[config.mk]
export PLATFORM = sky130hd
export DESIGN_NAME = proximity_afe_control
export DESIGN_NICKNAME = d
export VERILOG_FILES = /design/src/design/prox_afe_pkg.sv /design/src/design/proximity_afe_control.sv
export SDC_FILE = /design/constraint.sdc
export NUM_CORES = 1
export LEC_CHECK = 0
export BUFFER_PORTS_ARGS = -buffer_cell sky130_fd_sc_hd__buf_4
export CORE_MARGIN = 1.5
export CORE_UTILIZATION = 50
export CTS_CLUSTER_SIZE = 20
export DETAILED_ROUTE_END_ITERATION = 8
export MAX_ROUTING_LAYER = met4
export PLACE_DENSITY_LB_ADDON = 0.15
export SETUP_SLACK_MARGIN = 0.15
export SKIP_LAST_GASP = 1
export SYNTH_ARGS = -nofsm -noshare
export SYNTH_HDL_FRONTEND = slang
export SYNTH_SLANG_ARGS = --single-unit
[constraint.sdc]
create_clock -name ref_clk -period 2.75 [get_ports ref_clk]
set_clock_uncertainty 0.05 [all_clocks]
set_input_delay 0.275 -clock ref_clk [delete_from_list [all_inputs] [get_ports ref_clk]]
set_output_delay 0.275 -clock ref_clk [all_outputs]
set_load 0.005 [all_outputs]
[src/design/prox_afe_pkg.sv]
// Package: register map, field positions, reset values and carrier types for the proximity front end
package prox_afe_pkg;

  // Register word offsets (byte address = 4 x index)
  localparam logic [3:0] SW_C_IDX    = 4'h0;
  localparam logic [3:0] SW_D_IDX    = 4'h1;
  localparam logic [3:0] CTRL0_IDX   = 4'h2;
  localparam logic [3:0] CTRL1_IDX   = 4'h3;
  localparam logic [3:0] DAC_IDX     = 4'h4;
  localparam logic [3:0] AMP1_IDX    = 4'h5;
  localparam logic [3:0] AMP2_IDX    = 4'h6;
  localparam logic [3:0] CMPCAL_IDX  = 4'h7;
  localparam logic [3:0] ROUTE_IDX   = 4'h8;
  localparam int         ADDR_W      = 6;

  // Field positions
  localparam int SW_D_W         = 5;
  localparam int C0_AMP2_EN     = 7;
  localparam int C0_AMP1_EN     = 6;
  localparam int C0_CMP_EN      = 5;
  localparam int C0_EDGE_HI     = 4;
  localparam int C0_EDGE_LO     = 3;
  localparam int C0_DEB_HI      = 2;
  localparam int C1_AMP2_OUT    = 7;
  localparam int C1_AMP1_OUT    = 6;
  localparam int C1_HYS_HI      = 5;
  localparam int C1_HYS_LO      = 4;
  localparam int C1_BIAS_HI     = 3;
  localparam int C1_BIAS_LO     = 2;
  localparam int C1_AMP2_SPEED  = 1;
  localparam int C1_AMP1_SPEED  = 0;
  localparam int AC_MODE        = 7;
  localparam int AC_REF         = 6;
  localparam int CC_RESULT      = 7;
  localparam int CC_MODE        = 6;
  localparam int CC_REF         = 5;

  // Reset values
  localparam logic [7:0] SW_RESET     = 8'h00;
  localparam logic [7:0] CTRL_RESET   = 8'h00;
  localparam logic [7:0] DAC_RESET    = 8'h00;
  localparam logic [7:0] AMP_CAL_RST  = 8'h20;
  localparam logic [5:0] CMP_CAL_RST  = 6'h10;

  // Edge select codes
  localparam logic [1:0] EDGE_NONE = 2'h0;
  localparam logic [1:0] EDGE_RISE = 2'h1;
  localparam logic [1:0] EDGE_FALL = 2'h2;
  localparam logic [1:0] EDGE_BOTH = 2'h3;

  // Debounce unit time: one system clock period
  localparam int debounce_unit_time_ns = 100;
  localparam int CLK_PERIOD_NS         = 100;
  localparam int DEB_UNIT_CYC          = (debounce_unit_time_ns + CLK_PERIOD_NS - 1) / CLK_PERIOD_NS;
  localparam int DEB_CNT_W             = 8;

  typedef struct packed {
    logic [7:0] sw_c;
    logic [4:0] sw_d;
    logic [7:0] ctrl0;
    logic [5:0] ctrl1;     // bits 5..0 writable
    logic [7:0] dac;
    logic [7:0] amp1_cal;
    logic [7:0] amp2_cal;
    logic [6:0] cmp_cal;   // bits 6..0 writable
    logic       capture_source_select;
  } regs_t;

  typedef struct packed {
    logic       amp_second_enable;
    logic       amp_first_enable;
    logic       comparator_dac_enable;
    logic [1:0] comparator_hysteresis;
    logic [1:0] comparator_bias;
    logic       amp_second_speed;
    logic       amp_first_speed;
    logic [7:0] dac_code;
    logic       amp_first_cal_mode;
    logic       amp_first_cal_ref;
    logic [5:0] amp_first_trim;
    logic       amp_second_cal_mode;
    logic       amp_second_cal_ref;
    logic [5:0] amp_second_trim;
    logic       comparator_cal_mode;
    logic       comparator_cal_ref_select;
    logic [4:0] comparator_trim;
  } analog_ctrl_t;

endpackage : prox_afe_pkg

[src/design/proximity_afe_control.sv]
// Digital control and comparator filter for the proximity sensing analog chain
// Functional notes
// - Switch bit 1 closes, 0 opens; reset open
// - Bank D bits 7..5 read zero
// - Second amp disabled, output tri-stated when off
// - First amp disabled, output tri-stated when off
// - Comparator off forces low, DAC tri-stated
// - Edge field: none, rise, fall, both
// - Debounce code n gives 2^n-1..2^n cycles
// - Control 1 bits 7,6 read amp outputs
// - Hysteresis and bias fields drive comparator
// - Speed bits: 0 low current, 1 bandwidth
// - Eight-bit DAC code, resets to zero
// - Amp cal bit 7 selects calibration mode
// - Amp cal bit 6 selects reference input
// - Six-bit amp trim resets to 100000
// - Comparator result bit, zero when disabled
// - Comparator mode, reference, five-bit trim 10000
// - Selected filtered edge raises interrupt request
// - Filtered signal routable to timer capture
`timescale 1ns/1ps
`default_nettype none

module proximity_afe_control (
  input  wire logic                             ref_clk,               // System clock, 10 MHz
  input  wire logic                             resetn,                // Async reset, active low
  input  wire logic [prox_afe_pkg::ADDR_W-1:0]  avs_address,           // Byte address
  input  wire logic                             avs_read,              // Read request
  input  wire logic                             avs_write,             // Write request
  input  wire logic [31:0]                      avs_writedata,         // Write data
  input  wire logic [3:0]                       avs_byteenable,        // Byte lanes
  output logic [31:0]                           avs_readdata,          // Read data
  output logic                                  avs_waitrequest,       // Stall
  output logic [1:0]                            avs_response,          // 00 okay, 10 slave error
  output logic [7:0]                            switch_c_close,        // Switches 16..23 closed
  output logic [4:0]                            switch_d_close,        // Switches 24..28 closed
  output prox_afe_pkg::analog_ctrl_t            analog_ctrl,           // Enables, trims, settings
  output logic                                  amp_first_out_oe_n,    // Low: first amp drives pin
  output logic                                  amp_second_out_oe_n,   // Low: second amp drives pin
  output logic                                  dac_out_oe_n,          // Low: DAC drives output
  input  wire logic                             comparator_raw,        // Analog comparator decision
  input  wire logic                             amp_first_cal_out,     // First amp output in cal
  input  wire logic                             amp_second_cal_out,    // Second amp output in cal
  output logic                                  comparator_result,     // Filtered decision
  output logic                                  proximity_irq,         // One-cycle edge pulse
  output logic                                  timer_capture_input    // Routed to timer capture
);

  typedef struct packed {
    prox_afe_pkg::regs_t regs;
    logic [2:0]          cmp_sync;
    logic [2:0]          a1_sync;
    logic [2:0]          a2_sync;
    logic                cmp_in;
    logic                amp1_in;
    logic                amp2_in;
    logic [prox_afe_pkg::DEB_CNT_W-1:0] deb_cnt;
    logic                filt;
    logic                filt_d;
    logic                irq;
    logic                ack;
    logic [31:0]         rdata;
    logic [1:0]          resp;
  } state_t;

  state_t state_r;
  state_t state_nxt;

  localparam state_t STATE_RESET = '{
    regs: '{sw_c: prox_afe_pkg::SW_RESET, sw_d: prox_afe_pkg::SW_RESET[4:0],
            ctrl0: prox_afe_pkg::CTRL_RESET, ctrl1: prox_afe_pkg::CTRL_RESET[5:0],
            dac: prox_afe_pkg::DAC_RESET, amp1_cal: prox_afe_pkg::AMP_CAL_RST,
            amp2_cal: prox_afe_pkg::AMP_CAL_RST, cmp_cal: {1'b0, prox_afe_pkg::CMP_CAL_RST},
            capture_source_select: 1'b0},
    default: '0
  };

  logic [3:0]  idx;
  logic        mapped;
  logic [7:0]  wb;
  logic [2:0]  deb_code;
  logic [prox_afe_pkg::DEB_CNT_W-1:0] deb_target;
  logic [31:0] deb_span;
  logic        cmp_live;
  logic        cmp_en;
  logic [1:0]  edge_sel;

  assign idx      = avs_address[prox_afe_pkg::ADDR_W-1:2];
  assign mapped   = (idx <= prox_afe_pkg::ROUTE_IDX);
  assign wb       = avs_writedata[7:0];
  assign cmp_en   = state_r.regs.ctrl0[prox_afe_pkg::C0_CMP_EN];
  assign deb_code = state_r.regs.ctrl0[prox_afe_pkg::C0_DEB_HI:0];
  assign edge_sel = state_r.regs.ctrl0[prox_afe_pkg::C0_EDGE_HI:prox_afe_pkg::C0_EDGE_LO];
  // Disabled comparator reads as low before filtering
  assign cmp_live = state_r.cmp_in & cmp_en;
  // Count reaching 2^n-1 after the last change; sampling jitter adds up to one cycle
  assign deb_span   = ((32'h1 << deb_code) - 32'h1) * 32'(prox_afe_pkg::DEB_UNIT_CYC);
  assign deb_target = deb_span[prox_afe_pkg::DEB_CNT_W-1:0];

  always_comb begin
    state_nxt       = state_r;
    state_nxt.ack   = 1'b0;
    state_nxt.irq   = 1'b0;
    // Three-stage capture; a change counts once stages two and three agree
    state_nxt.cmp_sync = {state_r.cmp_sync[1:0], comparator_raw};
    state_nxt.a1_sync  = {state_r.a1_sync[1:0], amp_first_cal_out};
    state_nxt.a2_sync  = {state_r.a2_sync[1:0], amp_second_cal_out};
    if (state_r.cmp_sync[2] == state_r.cmp_sync[1]) begin
      state_nxt.cmp_in = state_r.cmp_sync[2];
    end
    if (state_r.a1_sync[2] == state_r.a1_sync[1]) begin
      state_nxt.amp1_in = state_r.a1_sync[2];
    end
    if (state_r.a2_sync[2] == state_r.a2_sync[1]) begin
      state_nxt.amp2_in = state_r.a2_sync[2];
    end

    // Debounce filter
    if (deb_code == 3'h0) begin
      state_nxt.filt    = cmp_live;
      state_nxt.deb_cnt = '0;
    end else if (cmp_live == state_r.filt) begin
      state_nxt.deb_cnt = '0;
    end else if (state_r.deb_cnt >= deb_target) begin
      state_nxt.filt    = cmp_live;
      state_nxt.deb_cnt = '0;
    end else begin
      state_nxt.deb_cnt = state_r.deb_cnt + 1'b1;
    end
    state_nxt.filt_d = state_r.filt;

    case (edge_sel)
      prox_afe_pkg::EDGE_RISE: state_nxt.irq = state_r.filt & ~state_r.filt_d;
      prox_afe_pkg::EDGE_FALL: state_nxt.irq = ~state_r.filt & state_r.filt_d;
      prox_afe_pkg::EDGE_BOTH: state_nxt.irq = state_r.filt ^ state_r.filt_d;
      default:                 state_nxt.irq = 1'b0;
    endcase

    // Bus: every access answered one cycle after it is seen
    if ((avs_read | avs_write) & ~state_r.ack) begin
      state_nxt.ack   = 1'b1;
      state_nxt.rdata = '0;
      state_nxt.resp  = mapped ? 2'h0 : 2'h2;
      if (avs_write & avs_byteenable[0]) begin
        case (idx)
          prox_afe_pkg::SW_C_IDX:   state_nxt.regs.sw_c = wb;
          prox_afe_pkg::SW_D_IDX:   state_nxt.regs.sw_d = wb[prox_afe_pkg::SW_D_W-1:0];
          prox_afe_pkg::CTRL0_IDX:  state_nxt.regs.ctrl0 = wb;
          prox_afe_pkg::CTRL1_IDX:  state_nxt.regs.ctrl1 = wb[5:0];
          prox_afe_pkg::DAC_IDX:    state_nxt.regs.dac = wb;
          prox_afe_pkg::AMP1_IDX:   state_nxt.regs.amp1_cal = wb;
          prox_afe_pkg::AMP2_IDX:   state_nxt.regs.amp2_cal = wb;
          prox_afe_pkg::CMPCAL_IDX: state_nxt.regs.cmp_cal = wb[6:0];
          prox_afe_pkg::ROUTE_IDX:  state_nxt.regs.capture_source_select = wb[0];
          default: ;
        endcase
      end
      if (avs_read) begin
        case (idx)
          prox_afe_pkg::SW_C_IDX:   state_nxt.rdata[7:0] = state_r.regs.sw_c;
          prox_afe_pkg::SW_D_IDX:   state_nxt.rdata[7:0] = {3'h0, state_r.regs.sw_d};
          prox_afe_pkg::CTRL0_IDX:  state_nxt.rdata[7:0] = state_r.regs.ctrl0;
          // Amp outputs only meaningful in calibration; zero otherwise
          prox_afe_pkg::CTRL1_IDX:  state_nxt.rdata[7:0] = {state_r.amp2_in & state_r.regs.amp2_cal[7],
                                                           state_r.amp1_in & state_r.regs.amp1_cal[7],
                                                           state_r.regs.ctrl1};
          prox_afe_pkg::DAC_IDX:    state_nxt.rdata[7:0] = state_r.regs.dac;
          prox_afe_pkg::AMP1_IDX:   state_nxt.rdata[7:0] = state_r.regs.amp1_cal;
          prox_afe_pkg::AMP2_IDX:   state_nxt.rdata[7:0] = state_r.regs.amp2_cal;
          prox_afe_pkg::CMPCAL_IDX: state_nxt.rdata[7:0] = {cmp_live, state_r.regs.cmp_cal};
          prox_afe_pkg::ROUTE_IDX:  state_nxt.rdata[7:0] = {7'h0, state_r.regs.capture_source_select};
          default:                  state_nxt.rdata = '0;
        endcase
      end
    end
  end

  always_ff @(posedge ref_clk or negedge resetn) begin
    if (!resetn) begin
      state_r <= STATE_RESET;
    end else begin
      state_r <= state_nxt;
    end
  end

  assign avs_waitrequest = (avs_read | avs_write) & ~state_r.ack;
  assign avs_readdata    = state_r.rdata;
  assign avs_response    = state_r.resp;
  assign switch_c_close  = state_r.regs.sw_c;
  assign switch_d_close  = state_r.regs.sw_d;

  always_comb begin
    analog_ctrl.amp_second_enable         = state_r.regs.ctrl0[prox_afe_pkg::C0_AMP2_EN];
    analog_ctrl.amp_first_enable          = state_r.regs.ctrl0[prox_afe_pkg::C0_AMP1_EN];
    analog_ctrl.comparator_dac_enable     = cmp_en;
    analog_ctrl.comparator_hysteresis     = state_r.regs.ctrl1[prox_afe_pkg::C1_HYS_HI:prox_afe_pkg::C1_HYS_LO];
    analog_ctrl.comparator_bias           = state_r.regs.ctrl1[prox_afe_pkg::C1_BIAS_HI:prox_afe_pkg::C1_BIAS_LO];
    analog_ctrl.amp_second_speed          = state_r.regs.ctrl1[prox_afe_pkg::C1_AMP2_SPEED];
    analog_ctrl.amp_first_speed           = state_r.regs.ctrl1[prox_afe_pkg::C1_AMP1_SPEED];
    analog_ctrl.dac_code                  = state_r.regs.dac;
    analog_ctrl.amp_first_cal_mode        = state_r.regs.amp1_cal[prox_afe_pkg::AC_MODE];
    analog_ctrl.amp_first_cal_ref         = state_r.regs.amp1_cal[prox_afe_pkg::AC_REF];
    analog_ctrl.amp_first_trim            = state_r.regs.amp1_cal[5:0];
    analog_ctrl.amp_second_cal_mode       = state_r.regs.amp2_cal[prox_afe_pkg::AC_MODE];
    analog_ctrl.amp_second_cal_ref        = state_r.regs.amp2_cal[prox_afe_pkg::AC_REF];
    analog_ctrl.amp_second_trim           = state_r.regs.amp2_cal[5:0];
    analog_ctrl.comparator_cal_mode       = state_r.regs.cmp_cal[prox_afe_pkg::CC_MODE];
    analog_ctrl.comparator_cal_ref_select = state_r.regs.cmp_cal[prox_afe_pkg::CC_REF];
    analog_ctrl.comparator_trim           = state_r.regs.cmp_cal[4:0];
  end

  assign amp_second_out_oe_n = ~state_r.regs.ctrl0[prox_afe_pkg::C0_AMP2_EN];
  assign amp_first_out_oe_n  = ~state_r.regs.ctrl0[prox_afe_pkg::C0_AMP1_EN];
  assign dac_out_oe_n        = ~cmp_en;
  assign comparator_result   = state_r.filt;
  assign proximity_irq       = state_r.irq;
  assign timer_capture_input = state_r.filt & state_r.regs.capture_source_select;

endmodule : proximity_afe_control

`default_nettype wire

* Word level (Yosys, flattened, before mapping)
Index checks and enable logic that the tools add are counted.
Storage, ports and cells: RAM bits 0, output and inout bits 94, word-level logic and storage cells 82, ROM bits 0, register bits after elaboration 117, bits in latches 0, memories 0
Cells by class: reduce and logical (&&, ||, !) cells 13, bitwise gates (word level) 16, shift-type cells 1, $mul 0, muxes and demuxes 10, $lt $le $gt $ge 2, eq/ne operators 16, divide/modulo/power cells 0, $add $sub $neg 2
Operators by type and width (number):
- 8-bit one-hot mux with 9 select lines | 1
- 35-bit 2-to-1 mux | 1
- 3-bit AND reduction | 9
- 8-bit 2-to-1 mux | 3
- 4-bit by 3-bit equality test with 1-bit output (second input constant) | 4
- 9-bit 2-to-1 mux | 1
- 8-bit by 1-bit adder with 8-bit output (second input constant) | 1
- 1-bit bitwise AND | 8
- 4-bit by 2-bit equality test with 1-bit output (second input constant) | 2
- 8-bit greater-or-equal comparator | 1
- 1-bit by 3-bit left shift with 8-bit output (first input constant) | 1
- 8-bit by 1-bit subtractor with 8-bit output (second input constant) | 1
- 1-bit inverter | 6
- 1-bit equality test | 4
- 2-bit equality test (second input constant) | 2
- 4-bit by 1-bit equality test with 1-bit output (second input constant) | 1
- 4-bit equality test (second input constant) | 1
- 4-bit less-or-equal comparator (second input constant) | 1
- 4-bit zero test | 1
- 3-bit zero test | 1
- 1-bit one-hot mux with 3 select lines | 1
- 2-bit by 1-bit equality test with 1-bit output (second input constant) | 1
- 1-bit 2-to-1 mux | 2
- 2-bit 2-to-1 mux | 1
- 5 further kinds | 5

* Longest topological paths before layout
Gate-level depths: netlist of the first run.
depth in word-level cells 6, depth in mapped cells 9, depth with buffers taken out 7

* Least setup slack after synthesis of the first run
Ideal clock, no wire load.
path kind register to register, start register state_r (netlist bit deb_code[1]), end register state_r (netlist bit comparator_result), clock period less this slack 2189 ps, required time 2575 ps, setup time 125 ps, cell stages (with the launch flop) 9, arrival time 2014 ps, path slack 561 ps, cells stage by stage dfrtp_1 > buf_4 > o21ai_0 > ha_1 > and4_4 > a211o_1 > a311o_1 > buf_6 > mux2_4
On the way: word-level cells in the longest chain between the ends 5, elaborated cells between the ends (all ways) 8, classes of those cells add/sub: 1; order compare: 1; eq/ne: 1; shift: 1; mux: 1; reduce/logical: 3
Ends and longest elaborated chain:
- start, declared | RTL line proximity_afe_control.sv:66 | state_t state_r;
- start signal, assigned | RTL line proximity_afe_control.sv:182 | state_r <= state_nxt;
- 1-bit by 3-bit left shift with 8-bit output | RTL line proximity_afe_control.sv:97 | assign deb_span = ((32'h1 << deb_code) - 32'h1) * 32'(prox_afe_pkg::DEB_UNIT_CYC);
- 8-bit by 1-bit subtractor with 8-bit output | RTL line proximity_afe_control.sv:97
- 8-bit greater-or-equal comparator | RTL line proximity_afe_control.sv:124 | end else if (state_r.deb_cnt >= deb_target) begin
- 2-bit nonzero test (no line)
- 2-bit AND reduction (no line)
Several ways; a longest one is shown, not always the timed one. A chain may end at the register's enable or synchronous reset.

* Worst setup path in the final report of the first run
start register state_r (netlist bit deb_code[2]), end register state_r (netlist bit comparator_result)
Same word-level chain as after synthesis.

==> results of run 1 <==
metrics by stage:
step / cell area [um2] / power, mW / cells
final: 5580 / 3.55 / 593
after global routing: 5580 / 3.75 / 593
after CTS: 5580 / 3.59 / 593
after detailed placement: 5350 / 2.70 / 573
after global placement: 5350 / 2.66 / 573
after floorplan: 5270 / 2.46 / 453
registers in the layout, indices dropped and copies added (netlist names):
signal and count:
switch_d_close 5, state_nxt 6, switch_c_close 8, deb_code 3, comparator_result 1, state_r 17, avs_response 1, edge_sel 2
analog_ctrl 40, avs_readdata 8, proximity_irq 1
final cells by class:
type                    instances  area share [%]
clock buffers                   9            2.22
inverters                      12           0.807
flip-flops and latches         92            41.3
well taps                     133            2.98
clock inverters                 7            1.21
multi-input cells             242            38.1
repair buffers                 98            13.4
layout by cell type, fill, tap and decap left out, types with 4 or more instances in the layout:
cell,netlist,layout
sky130_fd_sc_hd__o21ai_0,7,7
sky130_fd_sc_hd__a22o_1,5,5
sky130_fd_sc_hd__mux2_1,20,20
sky130_fd_sc_hd__dlygate4sd3_1,0,4
sky130_fd_sc_hd__dfrtp_1,89,89
sky130_fd_sc_hd__and2_1,4,4
sky130_fd_sc_hd__xnor2_1,5,5
sky130_fd_sc_hd__nor3_1,8,8
sky130_fd_sc_hd__conb_1,2,26
sky130_fd_sc_hd__nand3_1,8,8
sky130_fd_sc_hd__nand2_8,4,4
sky130_fd_sc_hd__mux2i_1,5,5
sky130_fd_sc_hd__mux2_2,8,8
sky130_fd_sc_hd__mux4_2,4,4
sky130_fd_sc_hd__ha_1,11,11
sky130_fd_sc_hd__a221oi_1,6,6
sky130_fd_sc_hd__buf_4,92,94
sky130_fd_sc_hd__a21oi_1,4,4
sky130_fd_sc_hd__nand2_1,21,21
sky130_fd_sc_hd__o21ai_1,6,6
sky130_fd_sc_hd__clkbuf_8,0,9
sky130_fd_sc_hd__nor2_1,7,7
sky130_fd_sc_hd__inv_1,12,12
sky130_fd_sc_hd__mux2_4,32,32
cell families (layout without fill, tap and decap cells):
kind of cell,after synthesis,count (layout),synth area share [%]
flip-flops,92,92,44.5
other,2,26,0.145
multiplexers,69,69,18.1
buffers and inverters,119,126,16.2
XOR/XNOR,7,7,1.18
AND/OR/NAND/NOR,78,78,9.90
adder cells (fa/ha/maj),14,14,3.24
AO/OA/AOI/OAI,48,48,6.76
layer usage:
metal  vias up  global-route usage, %  part of all wire, %
met1      1572                   29.3                   46
met2        95                   33.8                   47
li1       1453                      -                    -
met5         -                      -                    0
met4         0                   7.93                  1.9
met3        17                   3.18                  4.3
worst max path at each step:
stage                     depth (start not counted)   startpoint  slack, ps                end
final                                             6  deb_code[2]        400  comparator_result
after global routing                              6  deb_code[2]        300  comparator_result
after CTS                                         6  deb_code[2]        380  comparator_result
after detailed placement                          6  deb_code[2]        440  comparator_result
after global placement                            6  deb_code[1]        490  comparator_result
after floorplan                                   8  deb_code[1]        560  comparator_result
cells in the mapped netlist, drive strengths merged (2+ instances only):
master	instances
nand4b	2
and2	6
dfrtp	89
dfstp	3
a22o	5
buf	103
a32o	2
nand2	25
o2111ai	2
xnor2	5
a311o	2
maj3	3
nand3	9
and3	3
a22oi	2
a31oi	3
nand2b	2
nor3b	3
ha	11
a221oi	6
mux2i	5
conb	2
a21oi	4
mux4	4
inv	12
nor2b	2
o21ai	13
nor3	9
nor2	8
clkbuf	4
mux2	60
xor2	2
power by group through the flow:
stage	clock [mW]	combinational (mW)	sequential, mW
2_1_floorplan	0	0.751	1.71
3_3_place_gp	0	0.879	1.78
3_5_place_dp	0	0.904	1.79
4_1_cts	0.909	0.913	1.77
5_1_grt	0.961	0.992	1.79
6_report	0.889	0.902	1.76
==> results.md, run 1 <==
Status:
- The run finished with clean final reports.

Setup path:
- On the worst path, the slowest cell contributes a delay of 510 ps.
- The cell family contributing the most delay on the critical path is compound AO/OA/AOI/OAI gates.
- Traced cell by cell, the critical path runs through o21ai_0 > ha_1 > and4_4 > a211o_1 > a311o_1 > mux2_4.
- The critical path in this run is classified as reg -> reg.
- The endpoint of the most critical register-to-register path is comparator_result.
- For the worst setup path, the data required time is 2960 ps.
- The origin of the critical flop-to-flop path is deb_code[2].
- The slowest cell on the critical path is sky130_fd_sc_hd__dfrtp_1.
- Counting cells, the worst reg-to-reg path comes to 6.
- The biggest fanout along the worst timing path is 9.
- The number of buffers and inverters on the critical path is 0.
- Across all register-to-register paths, the minimum setup slack is 400 ps.
- STA classifies the critical path startpoint as a register.
- The endpoint arrival time on the critical path is 2560 ps.
- STA classifies the critical path endpoint as a register.

CTS:
- The number of buffers inserted for hold repair after clock tree synthesis is 4.
- The H-tree generated during clock tree synthesis spans 3 levels.
- The total clock buffers created by CTS is 9.
- In this run, post-CTS repair resized a total of 0 instances.
- CTS placed an instance of sky130_fd_sc_hd__clkbuf_8 at the clock tree root.
- The number of buffers between clock root and the deepest sink is 2.
- TritonCTS built the clock tree.
- For the worst-skew pair, the clock arrives at the later sink with an insertion delay of 370 ps.
- After clock tree synthesis, the clock-pin slew on the worst setup and hold paths is 110 ps.
- The number of clock sinks is 92.
- The number of setup buffers added after CTS is 0.

Timing:
- The summed negative setup slack over all endpoints is 0 ps.
- In the post-route analysis, the smallest setup slack over all paths is 399 ps.
- The final hold violation count was 0.
- The relative slew slack is 56.0%.
- For this run, the top clock speed supported by timing is 425 MHz.
- Setup violations remaining at the end of the flow were counted as 0.
- Setup repair after global routing left no endpoint under its margin.
- The tightest hold path in the finished design has a slack of 105 ps.
- The worst path in the final design needs a cycle of 2350 ps, including I/O delays and setup.
- At the pin with the least slew margin, the transition time is 656 ps.
- The final number of max-transition violations is 0.
- Dividing the final minimum period by the clock period gives 85.5%.

Final layout:
- The share of the core filled with cells in the final layout is 56.3%.
- In the final layout, flip-flops and latches occupy 0.00231 mm2.
- The footprint of the multi-input gates is 0.00213 mm2.
- The fraction of final layout cells sized beyond drive strength 1 is 37.0%.
- Relative to the synthesized area, the layout overhead comes to 7.70%.
- In the final design database the tool counted 515 nets.
- The number of filler cells placed in the layout is 867.
- The final antenna diode count is 0.

Pwr:
- Registers are responsible for 49.6% of the overall power.
- Internal power comes to 2.44 mW.
- The static leakage is 2.79 nW.
- VDD sags by at most 0.000326 V.
- In this run switching power makes up 31.3% of total power.
- The power per standard cell area is 637 mW/mm2.
- The power share of the clock group is 25.0%.
- For this design the total switching power over the nets is 1.11 mW.
- The fraction of power consumed by combinational cells is 25.4%.

Hold path:
- The min-delay analysis places its worst path in the category in -> reg.
- The worst hold path passes through 2 cells.
- The startpoint of the most critical hold path is avs_writedata[7].
- The worst hold path terminates at switch_c_close[7].

Floorplanning:
- The area of the placeable core is 0.00991 mm2.
- The horizontal die dimension is 105 um.
- Once the floorplan was initialized, standard cells occupied 52.3% of the core.
- The top-level port count is 143.
- The die covers 0.0110 mm2.
- The die is 105 um tall.
- Row generation in the floorplan step produced 36 rows.

Routing:
- The total via count in the routed design is 3,137.
- Once detail routing completed, the nets flagged for antenna violations numbered 0.
- In the final routed layout, each cell accounts on average for 18.9 um.
- The total wire length after detailed routing is 11.2 mm.
- After detailed routing, the number of remaining DRC violations is 0.
- The first detailed-routing pass ran for 4 iterations.
- The DRC marker count from the first detailed-route iteration is 100.
- The per-cell via count in the routed design is 5.29.

Logic synthesis:
- For this run, the leading register cell type out of synthesis is sky130_fd_sc_hd__dfrtp_1.
- The total of flip-flops plus latches after synthesis is 92.
- The total of warnings raised by yosys is 0.
- The synthesized instance count is 429.
- The mean cell area of the mapped netlist is 12.1 um2.
- The share of the Yosys chip area taken by registers is 44.5%.
- The library cell occupying the most area in the post-synthesis netlist is sky130_fd_sc_hd__dfrtp_1.
- After synthesis, the netlist uses 63 different library cells.
- After synthesis, the cell types taking the most area are sky130_fd_sc_hd__dfrtp_1 43%, sky130_fd_sc_hd__buf_4 13%, sky130_fd_sc_hd__mux2_4 9.3%, sky130_fd_sc_hd__mux2_1 4.3%, sky130_fd_sc_hd__ha_1 2.7%.
- The cell area after technology mapping is 0.00518 mm2.
- In the synthesized netlist the async set-or-reset flop fraction comes to 100%.
- The number of enable flip-flop cells after synthesis is 0.
- The area fraction of the dominant cell type after synthesis is 43.0%.

Placed design:
- The placer congestion estimate is 0.786.
- The post-place setup slack is 437 ps.
- The HPWL after detailed placement is 7.90 mm.
- In this run the tool buffered the top-level ports with 88 buffer cells.

Global route:
- The total global-route track usage is 21.8%.
- The via count of the first global-routing pass is 3,134.
- Entering global routing, the biggest net connects 39 pins.
- After global routing the overflow that remains totals 0.
- The first global-routing pass estimated 17.5 mm of wire.
- The number of antenna violations at the first check in global routing is 0.

Job:
- Max-cap violations in this run came to 0.
Note: power is estimated with default switching activity, not from simulation.
==> run 2: changes to the inputs <==
- CORE_ASPECT_RATIO: default -> 1.2
==> run 2 against run 1 <==
- cell count down 1.7%
- setup slack improved by 14 ps
- critical path type unchanged
- via count increased by 0.48%
- first-iteration DRC count grew 53%
- fmax grew 0.61%
- die area hardly changed
- sequential cell count stayed put
- clock-buffer cell count rose by 1
- core utilization rose by 0.52 points
- critical endpoint unchanged
- final area grew 2.4%
==> results.md, run 2 (synthesis results as in run 1) <==
Global route:
- The overflow left after global routing came to 0 (unchanged).
- The first-pass GRT wire length came to 17.3 mm (-1.6%).
- The met1 layer usage reported by global route is 28.7% (-0.55 points).
- The met2 usage in global routing was 32.8% (-0.98 points).
- The busiest metal layer after global routing is met2.
- The via count of the first global-routing pass is 3,110 (-0.77%).
- The number of antenna violations at the first check in global routing is 0 (unchanged).
- The pin count of the biggest net entering global routing is 57 (+46%).
- The fraction of met3 tracks used by global routing is 5.05% (+1.9 points).
- The total global-route track usage is 22.0% (+0.17 points).

Placed design:
- The count of buffers inserted at the top-level ports came to 88 (unchanged).
- The placer congestion estimate is 0.747 (-5.0%).
- The HPWL after detailed placement was 7.51 mm (-4.9%).

Setup path:
- The data required time at the worst endpoint was 2930 ps (-30 ps).
- The biggest fanout along the worst timing path came to 9 (unchanged).
- The family with the most delay on the worst path is compound AO/OA/AOI/OAI gates.
- The critical path is of the reg -> reg type.
- Among all stages on the critical path, the largest delay is contributed by sky130_fd_sc_hd__dfrtp_1.
- The signal on the critical path passes through o21ai_0 > ha_1 > and4_4 > a211o_1 > a311o_1 > mux2_4.
- The capture point of the worst path is comparator_result.
- STA classifies the critical path startpoint as a register.
- STA classifies the critical path endpoint as a register.
- The startpoint identified for the worst register-to-register timing path is deb_code[2].
- The depth of the worst register-to-register path came to 6 (unchanged).
- The number of buffers and inverters on the critical path came to 0 (unchanged).
- The worst setup path startpoint is deb_code[2].
- The register-to-register setup slack is 410 ps (about the same).
- The endpoint arrival time on the critical path was 2510 ps (-50 ps).
- The endpoint of the most critical register-to-register path is comparator_result.
- The stage delay of the slowest cell on the critical path came to 490 ps (-20 ps).
- The logic depth of the worst path, buffers included was 6 (unchanged).

Job:
- The max-cap check violation count is 0 (unchanged).

Final layout:
- In the layout the commonest cells are 91 x sky130_fd_sc_hd__buf_4, 89 x sky130_fd_sc_hd__dfrtp_1, 32 x sky130_fd_sc_hd__mux2_4.
- The flip-flop count of the largest register after layout is 40 (unchanged).
- The most frequent standard cell in the layout excluding fill and tap cells is sky130_fd_sc_hd__buf_4.
- The area overhead of the layout relative to synthesis is 10.3%.
- The final antenna diode count is 0 (unchanged).
- The fraction of final layout cells sized beyond drive strength 1 is 36.5% (-0.41 points).
- The final-stage net count is 513 (-0.39%).

Routing:
- The number of remaining DRC errors was 0 (unchanged).
- The DRC marker count from the first detailed-route iteration is 153 (+53%).
- The total wire length after detailed routing is 10.9 mm (-3.0%).
- The count of TritonRoute iterations in the first routing pass is 4 (unchanged).
- The per-cell via count in the routed design was 5.41 (+2.2%).
- The total via count in the routed design is 3,152 (+0.48%).
- The post-detailed-route wirelength per cell is 18.6 um (-1.3%).
- The number of nets with antenna violations after detailed routing is 0 (unchanged).

Pwr:
- The power per standard cell area was 711 mW/mm2 (+12%).
- The static leakage is 2.86 nW (+2.3%).
- The worst IR drop on VDD came to 0.000376 V (+15%).
- The power after layout came to 4.07 mW (+14%).

Timing:
- The shortest period the worst path allows came to 2340 ps (-14.3 ps).
- The transition at the pin with the smallest max-transition slack is 720 ps (+64.7 ps).
- The final clock period utilization by the worst path is 85.0% (-0.52 points).
- The highest attainable clock frequency came to 428 MHz (+0.61%).
- The final hold violation count came to 0 (unchanged).
- The number of endpoints failing setup at the final stage came to 0 (unchanged).
- The final number of max-transition violations is 0 (unchanged).
- The tightest hold margin is 141 ps (+36.6 ps).
- Setup repair after global routing left no endpoint under its margin.
- The relative slew slack is 52.0% (-4.0 points).
- The summed negative setup slack over all endpoints is 0 ps (unchanged).

Floorplanning:
- The area enclosed by the die boundary is 0.0110 mm2 (about the same).
- The area of the placeable core is 0.0101 mm2 (+1.5%).
- The height of the die was 115 um (+9.3%).
- The number of core rows is 40 (+11%).
- The horizontal die dimension was 95.9 um (-8.5%).
- The top-level port count is 143 (unchanged).
- The initial standard-cell utilization of the core is 51.5% (-0.78 points).

CTS:
- The CTS root buffer is sky130_fd_sc_hd__clkbuf_16.
- The clock slew seen by the registers of the worst setup and hold paths is 60 ps (-50 ps).
- The number of clock sinks is 92 (unchanged).
- The number of cells upsized or downsized after cts is 0 (unchanged).
- The clock latency reported for the late side of the worst-skew pair was 340 ps (-30 ps).
- TritonCTS built the clock tree.
- The H-tree depth is 3 (unchanged).
- The number of buffers between clock root and the deepest sink is 2 (unchanged).
- The total clock buffers created by CTS was 9 (unchanged).

Status:
- The run finished with clean final reports.

Hold path:
- The number of stages on the worst hold path came to 2 (unchanged).
- The worst hold path belongs to the class in -> reg.
run 2: changes by cell type in the layout (fill, tap and decap cells not counted), sizes merged:
cell    previous run  this run
clkbuf             9        10
buf               94        92
inv               15        12
bufinv             0         3
clkinv             4         2
run 2: power by group:
| group | total [mW] | leakage, nW | internal (mW) | switching (mW) |
|---|---|---|---|---|
| Combinational | 0.886 | 1.51 | 0.525 | 0.361 |
| Clock | 1.41 | 0.168 | 0.905 | 0.506 |
| Sequential | 1.77 | 1.18 | 1.57 | 0.204 |
| Total | 4.07 | 2.86 | 3.00 | 1.07 |
run 2: how the worst min path moves through the flow:
stage | endpoint | slack, ps | startpoint
finish | switch_c_close[7] | 140 | avs_writedata[7]
global route | analog_ctrl[30] | 140 | avs_writedata[7]
CTS | switch_c_close[7] | 130 | avs_writedata[7]
detailed placement | state_nxt[57] | 290 | state_nxt[56]
global placement | state_nxt[51] | 280 | state_nxt[50]
floorplan | analog_ctrl[0] | -70 | resetn
run 2: worst register-to-register path, delay by kind of cell (launching register included):
kind,cells,cell delay [ps]
muxes,1,340
adders and majority gates,1,290
and+or+nand+nor,1,190
AOI/OAI and AO/OA,3,870
DFF,1,490
run 2: stage by stage:
| step | cell area (um2) | utilization [%] | worst slack (ps) | std cells |
|---|---|---|---|---|
| 6_report | 5720 | 56.8 | 414 | 583 |
| 5_1_grt | 5720 | 56.8 | 286 | 583 |
| 4_1_cts | 5720 | 56.8 | 430 | 583 |
| 3_5_place_dp | 5340 | 53.1 | 436 | 564 |
| 3_3_place_gp | 5340 | 53.1 | 478 | 564 |
| 2_1_floorplan | 5270 | - | 561 | 453 |
run 2: timing repair:
action	CTS	global route
hold buffers	4	0
hold endpoints to repair	57	0
setup buffers	0	0
run 2: area by class of cell:
| cell class | count | area, um2 |
|---|---|---|
| clock buffer | 10 | 239 |
| clock inverter | 5 | 100 |
| fill | 862 | 4340 |
| inverter | 12 | 45.0 |
| multi-input combinational | 242 | 2130 |
| sequential | 92 | 2310 |
| tap | 126 | 158 |
| timing repair buffer | 96 | 743 |
run 2: routing by layer:
metal / wire (um) / vias up / share of wire [%]
met5: 0 / - / 0
met4: 243 / 0 / 2.2
met3: 550 / 19 / 5.1
met2: 5260 / 88 / 48
met1: 4800 / 1606 / 44
li1: - / 1439 / -
==> run 3: changes to the inputs <==
- CORE_UTILIZATION: 50 -> 48
- clock period: 2.75 -> 2.1 ns (I/O delays scaled with it)
==> run 3 against run 2 <==
- first-iteration DRC count decreased by 18%
- sequential share of layout area decreased by 0.61 points
- sequential power grew 32%
- setup slack lost 410 ps
- clock-buffer cell count grew 3
- total power up 24%
- non-clock buffer count is 10 higher
==> results.md, run 3 (synthesis results as in run 1) <==
Placed design:
- The count of buffers inserted at the top-level ports is 88 (unchanged).
- The post-place setup slack is -81.5 ps (-518 ps).
- The placer congestion estimate came to 0.776 (+4.0%).
- The HPWL after detailed placement came to 7.64 mm (+1.6%).

Routing:
- The count of TritonRoute iterations in the first routing pass was 4 (unchanged).
- The number of remaining DRC errors was 0 (unchanged).
- The top metal layer carrying routed signals is met4.
- The sum of met2 wire segment lengths after detailed routing came to 5.33 mm (+1.2%).
- The number of nets with antenna violations after detailed routing is 0 (unchanged).
- The DRC marker count from the first detailed-route iteration was 126 (-18%).
- The total via count in the routed design was 3,144 (-0.25%).
- The total met3 wirelength after detailed routing is 453 um (-18%).
- The met1 wire length is 4.78 mm (-0.44%).
- The total wire length after detailed routing was 10.7 mm (-1.7%).
- The post-detailed-route wirelength per cell is 17.9 um (-4.0%).
- The per-cell via count in the routed design is 5.27 (-2.6%).

Setup path:
- The worst setup path is captured at a register.
- The register-to-register setup slack came to 5 ps (-410 ps).
- The depth of the worst register-to-register path is 7 (+1).
- Tracing the worst setup path back leads to its startpoint at deb_code[1].
- The endpoint arrival time on the critical path is 2260 ps (-250 ps).
- The endpoint identified for the worst register-to-register timing path is comparator_result.
- STA classifies the critical path startpoint as a register.
- The stage delay of the slowest cell on the critical path came to 470 ps (-20 ps).
- Following the worst setup path forward leads to its endpoint at comparator_result.
- The biggest fanout along the worst timing path was 6 (-3).
- The worst register-to-register path begins at deb_code[1].
- The data required time at the worst endpoint is 2270 ps (-660 ps).
- The family with the most delay on the worst path is compound AO/OA/AOI/OAI gates.
- The largest individual stage delay along the critical path comes from the cell sky130_fd_sc_hd__dfrtp_2.
- The critical path in this run is classified as reg -> reg.
- The logic depth of the worst path, buffers included was 7 (+1).
- The number of buffers and inverters on the critical path is 1 (+1).
- The signal on the critical path passes through buf_4 > a21oi_1 > ha_1 > a21oi_2 > o21ai_0 > a311o_1 > mux2_4.

Timing:
- The final hold violation count is 0 (unchanged).
- The highest attainable clock frequency is 477 MHz (+12%).
- The tightest hold margin was 71.3 ps (-70.1 ps).
- The relative slew slack is 36.5% (-15 points).
- The summed negative setup slack over all endpoints is 0 ps (unchanged).
- Setup repair after global routing could not meet its margin everywhere.
- The final number of max-transition violations is 0 (unchanged).
- The transition at the pin with the smallest max-transition slack is 946 ps (+225 ps).
- The number of endpoints failing setup at the final stage came to 0 (unchanged).
- The setup slack after layout was 5.05 ps (-409 ps).
- The shortest period the worst path allows is 2090 ps (-241 ps).
- The final clock period utilization by the worst path is 99.8% (+15 points).

Final layout:
- The number of filler cells placed in the layout came to 935 (+8.5%).
- The final antenna diode count is 0 (unchanged).
- The fraction of final layout cells sized beyond drive strength 1 is 40.4% (+3.8 points).
- Relative to the synthesized area, the layout overhead comes to 12.2%.
- The footprint of the multi-input gates came to 0.00221 mm2 (+3.8%).
- The library cells used most frequently in the layout, excluding fill and tap cells, are 99 x sky130_fd_sc_hd__buf_4, 86 x sky130_fd_sc_hd__dfrtp_1, 32 x sky130_fd_sc_hd__mux2_4.
- The flip-flop count of the largest register after layout is 40 (unchanged).
- The register area came to 0.00231 mm2 (+0.16%).
- The final-stage net count was 523 (+1.9%).
- The library cell used most frequently in the layout, excluding fill and tap cells, is sky130_fd_sc_hd__buf_4.

Hold path:
- The path type of the worst min-delay path is in -> reg.

Pwr:
- The power after layout is 5.06 mW (+24%).
- The static leakage is 2.87 nW (+0.64%).
- The worst IR drop on VDD is 0.000578 V (+54%).
- The power per standard cell area is 870 mW/mm2 (+22%).

Status:
- The run finished with clean final reports.

CTS:
- The H-tree depth came to 3 (unchanged).
- The number of buffers between clock root and the deepest sink came to 2 (unchanged).
- The clock latency reported for the late side of the worst-skew pair is 340 ps (about the same).
- The total clock buffers created by CTS was 9 (unchanged).
- CTS placed an instance of sky130_fd_sc_hd__clkbuf_16 at the clock tree root.
- The clock slew seen by the registers of the worst setup and hold paths is 60 ps (about the same).
- The CTS tree is built.
- The number of clock sinks was 92 (unchanged).

Floorplanning:
- The number of core rows is 41 (+2.5%).
- The top-level port count is 143 (unchanged).
- The area enclosed by the die boundary was 0.0114 mm2 (+4.0%).
- The height of the die came to 117 um (+2.0%).
- The horizontal die dimension is 97.8 um (+2.0%).
- The area of the placeable core was 0.0105 mm2 (+4.5%).
- The initial standard-cell utilization of the core is 49.3% (-2.2 points).

Global route:
- The first-pass GRT wire length came to 16.5 mm (-4.1%).
- The pin count of the biggest net entering global routing is 67 (+18%).
- The via count of the first global-routing pass is 2,928 (-5.9%).
- The number of antenna violations at the first check in global routing is 0 (unchanged).
- The overflow left after global routing is 0 (unchanged).
- The total global-route track usage is 19.7% (-2.2 points).

Job:
- The max-cap check violation count came to 0 (unchanged).
[run 3: cell types whose count changed in the layout (fill, tap and decap cells not counted), sizes merged]
cell,before,now
buf,92,102
bufinv,3,0
clkbuf,10,13
clkinv,2,3
[run 3: how the worst min path moves through the flow]
stage / start / end / slack, ps / cells past startpoint
final: avs_writedata[7] / switch_c_close[7] / 70 / 2
after global routing: avs_writedata[7] / switch_c_close[7] / 70 / 2
after CTS: avs_writedata[7] / switch_c_close[7] / 70 / 2
after detailed placement: resetn / analog_ctrl[27] / 100 / 1
after global placement: resetn / proximity_irq / 100 / 1
after floorplan: resetn / analog_ctrl[0] / -140 / 0
[run 3: layer usage]
layer | up-vias | GRT usage (%)
li1 | 1455 | -
met1 | 1583 | 26.0
met2 | 95 | 31.0
met3 | 11 | 4.45
met4 | 0 | 5.43
met5 | - | -
[run 3: layout make-up]
class | instances | share of cell area (%)
Sequential cell | 92 | 39.7
Timing Repair Buffer | 106 | 14.2
Clock inverter | 3 | 0.258
Clock buffer | 13 | 4.30
Multi-Input combinational cell | 242 | 38.0
Tap cell | 129 | 2.78
Inverter | 12 | 0.775
[run 3: worst register-to-register path: stages, from the launching register on]
cell and delay, ps:
sky130_fd_sc_hd__dfrtp_2 470, sky130_fd_sc_hd__buf_4 160, sky130_fd_sc_hd__a21oi_1 160, sky130_fd_sc_hd__ha_1 270, sky130_fd_sc_hd__a21oi_2 130, sky130_fd_sc_hd__o21ai_0 90, sky130_fd_sc_hd__a311o_1 340, sky130_fd_sc_hd__mux2_4 310
[run 3: timing repair]
action | 4_1_cts | 5_1_grt
setup buffers | 2 | 0
endpoints found under the setup margin | 9 | 9
resized for setup | 2 | 11
hold buffers | 4 | 0
pin swaps | 1 | 6
hold endpoints to repair | 28 | 0
[run 3: per-stage QoR]
stage | utilization [%] | instance area [um2] | cells
2_1_floorplan | - | 5310 | 453
3_3_place_gp | 51.6 | 5430 | 575
3_5_place_dp | 51.6 | 5430 | 575
4_1_cts | 54.7 | 5750 | 597
5_1_grt | 55.3 | 5810 | 597
6_report | 55.3 | 5810 | 597
[run 3: report_power, final]
group          internal (mW)  switching [mW]  total, mW
registers               2.05           0.274       2.33
logic                  0.744           0.513       1.26
clock network          0.830           0.644       1.47
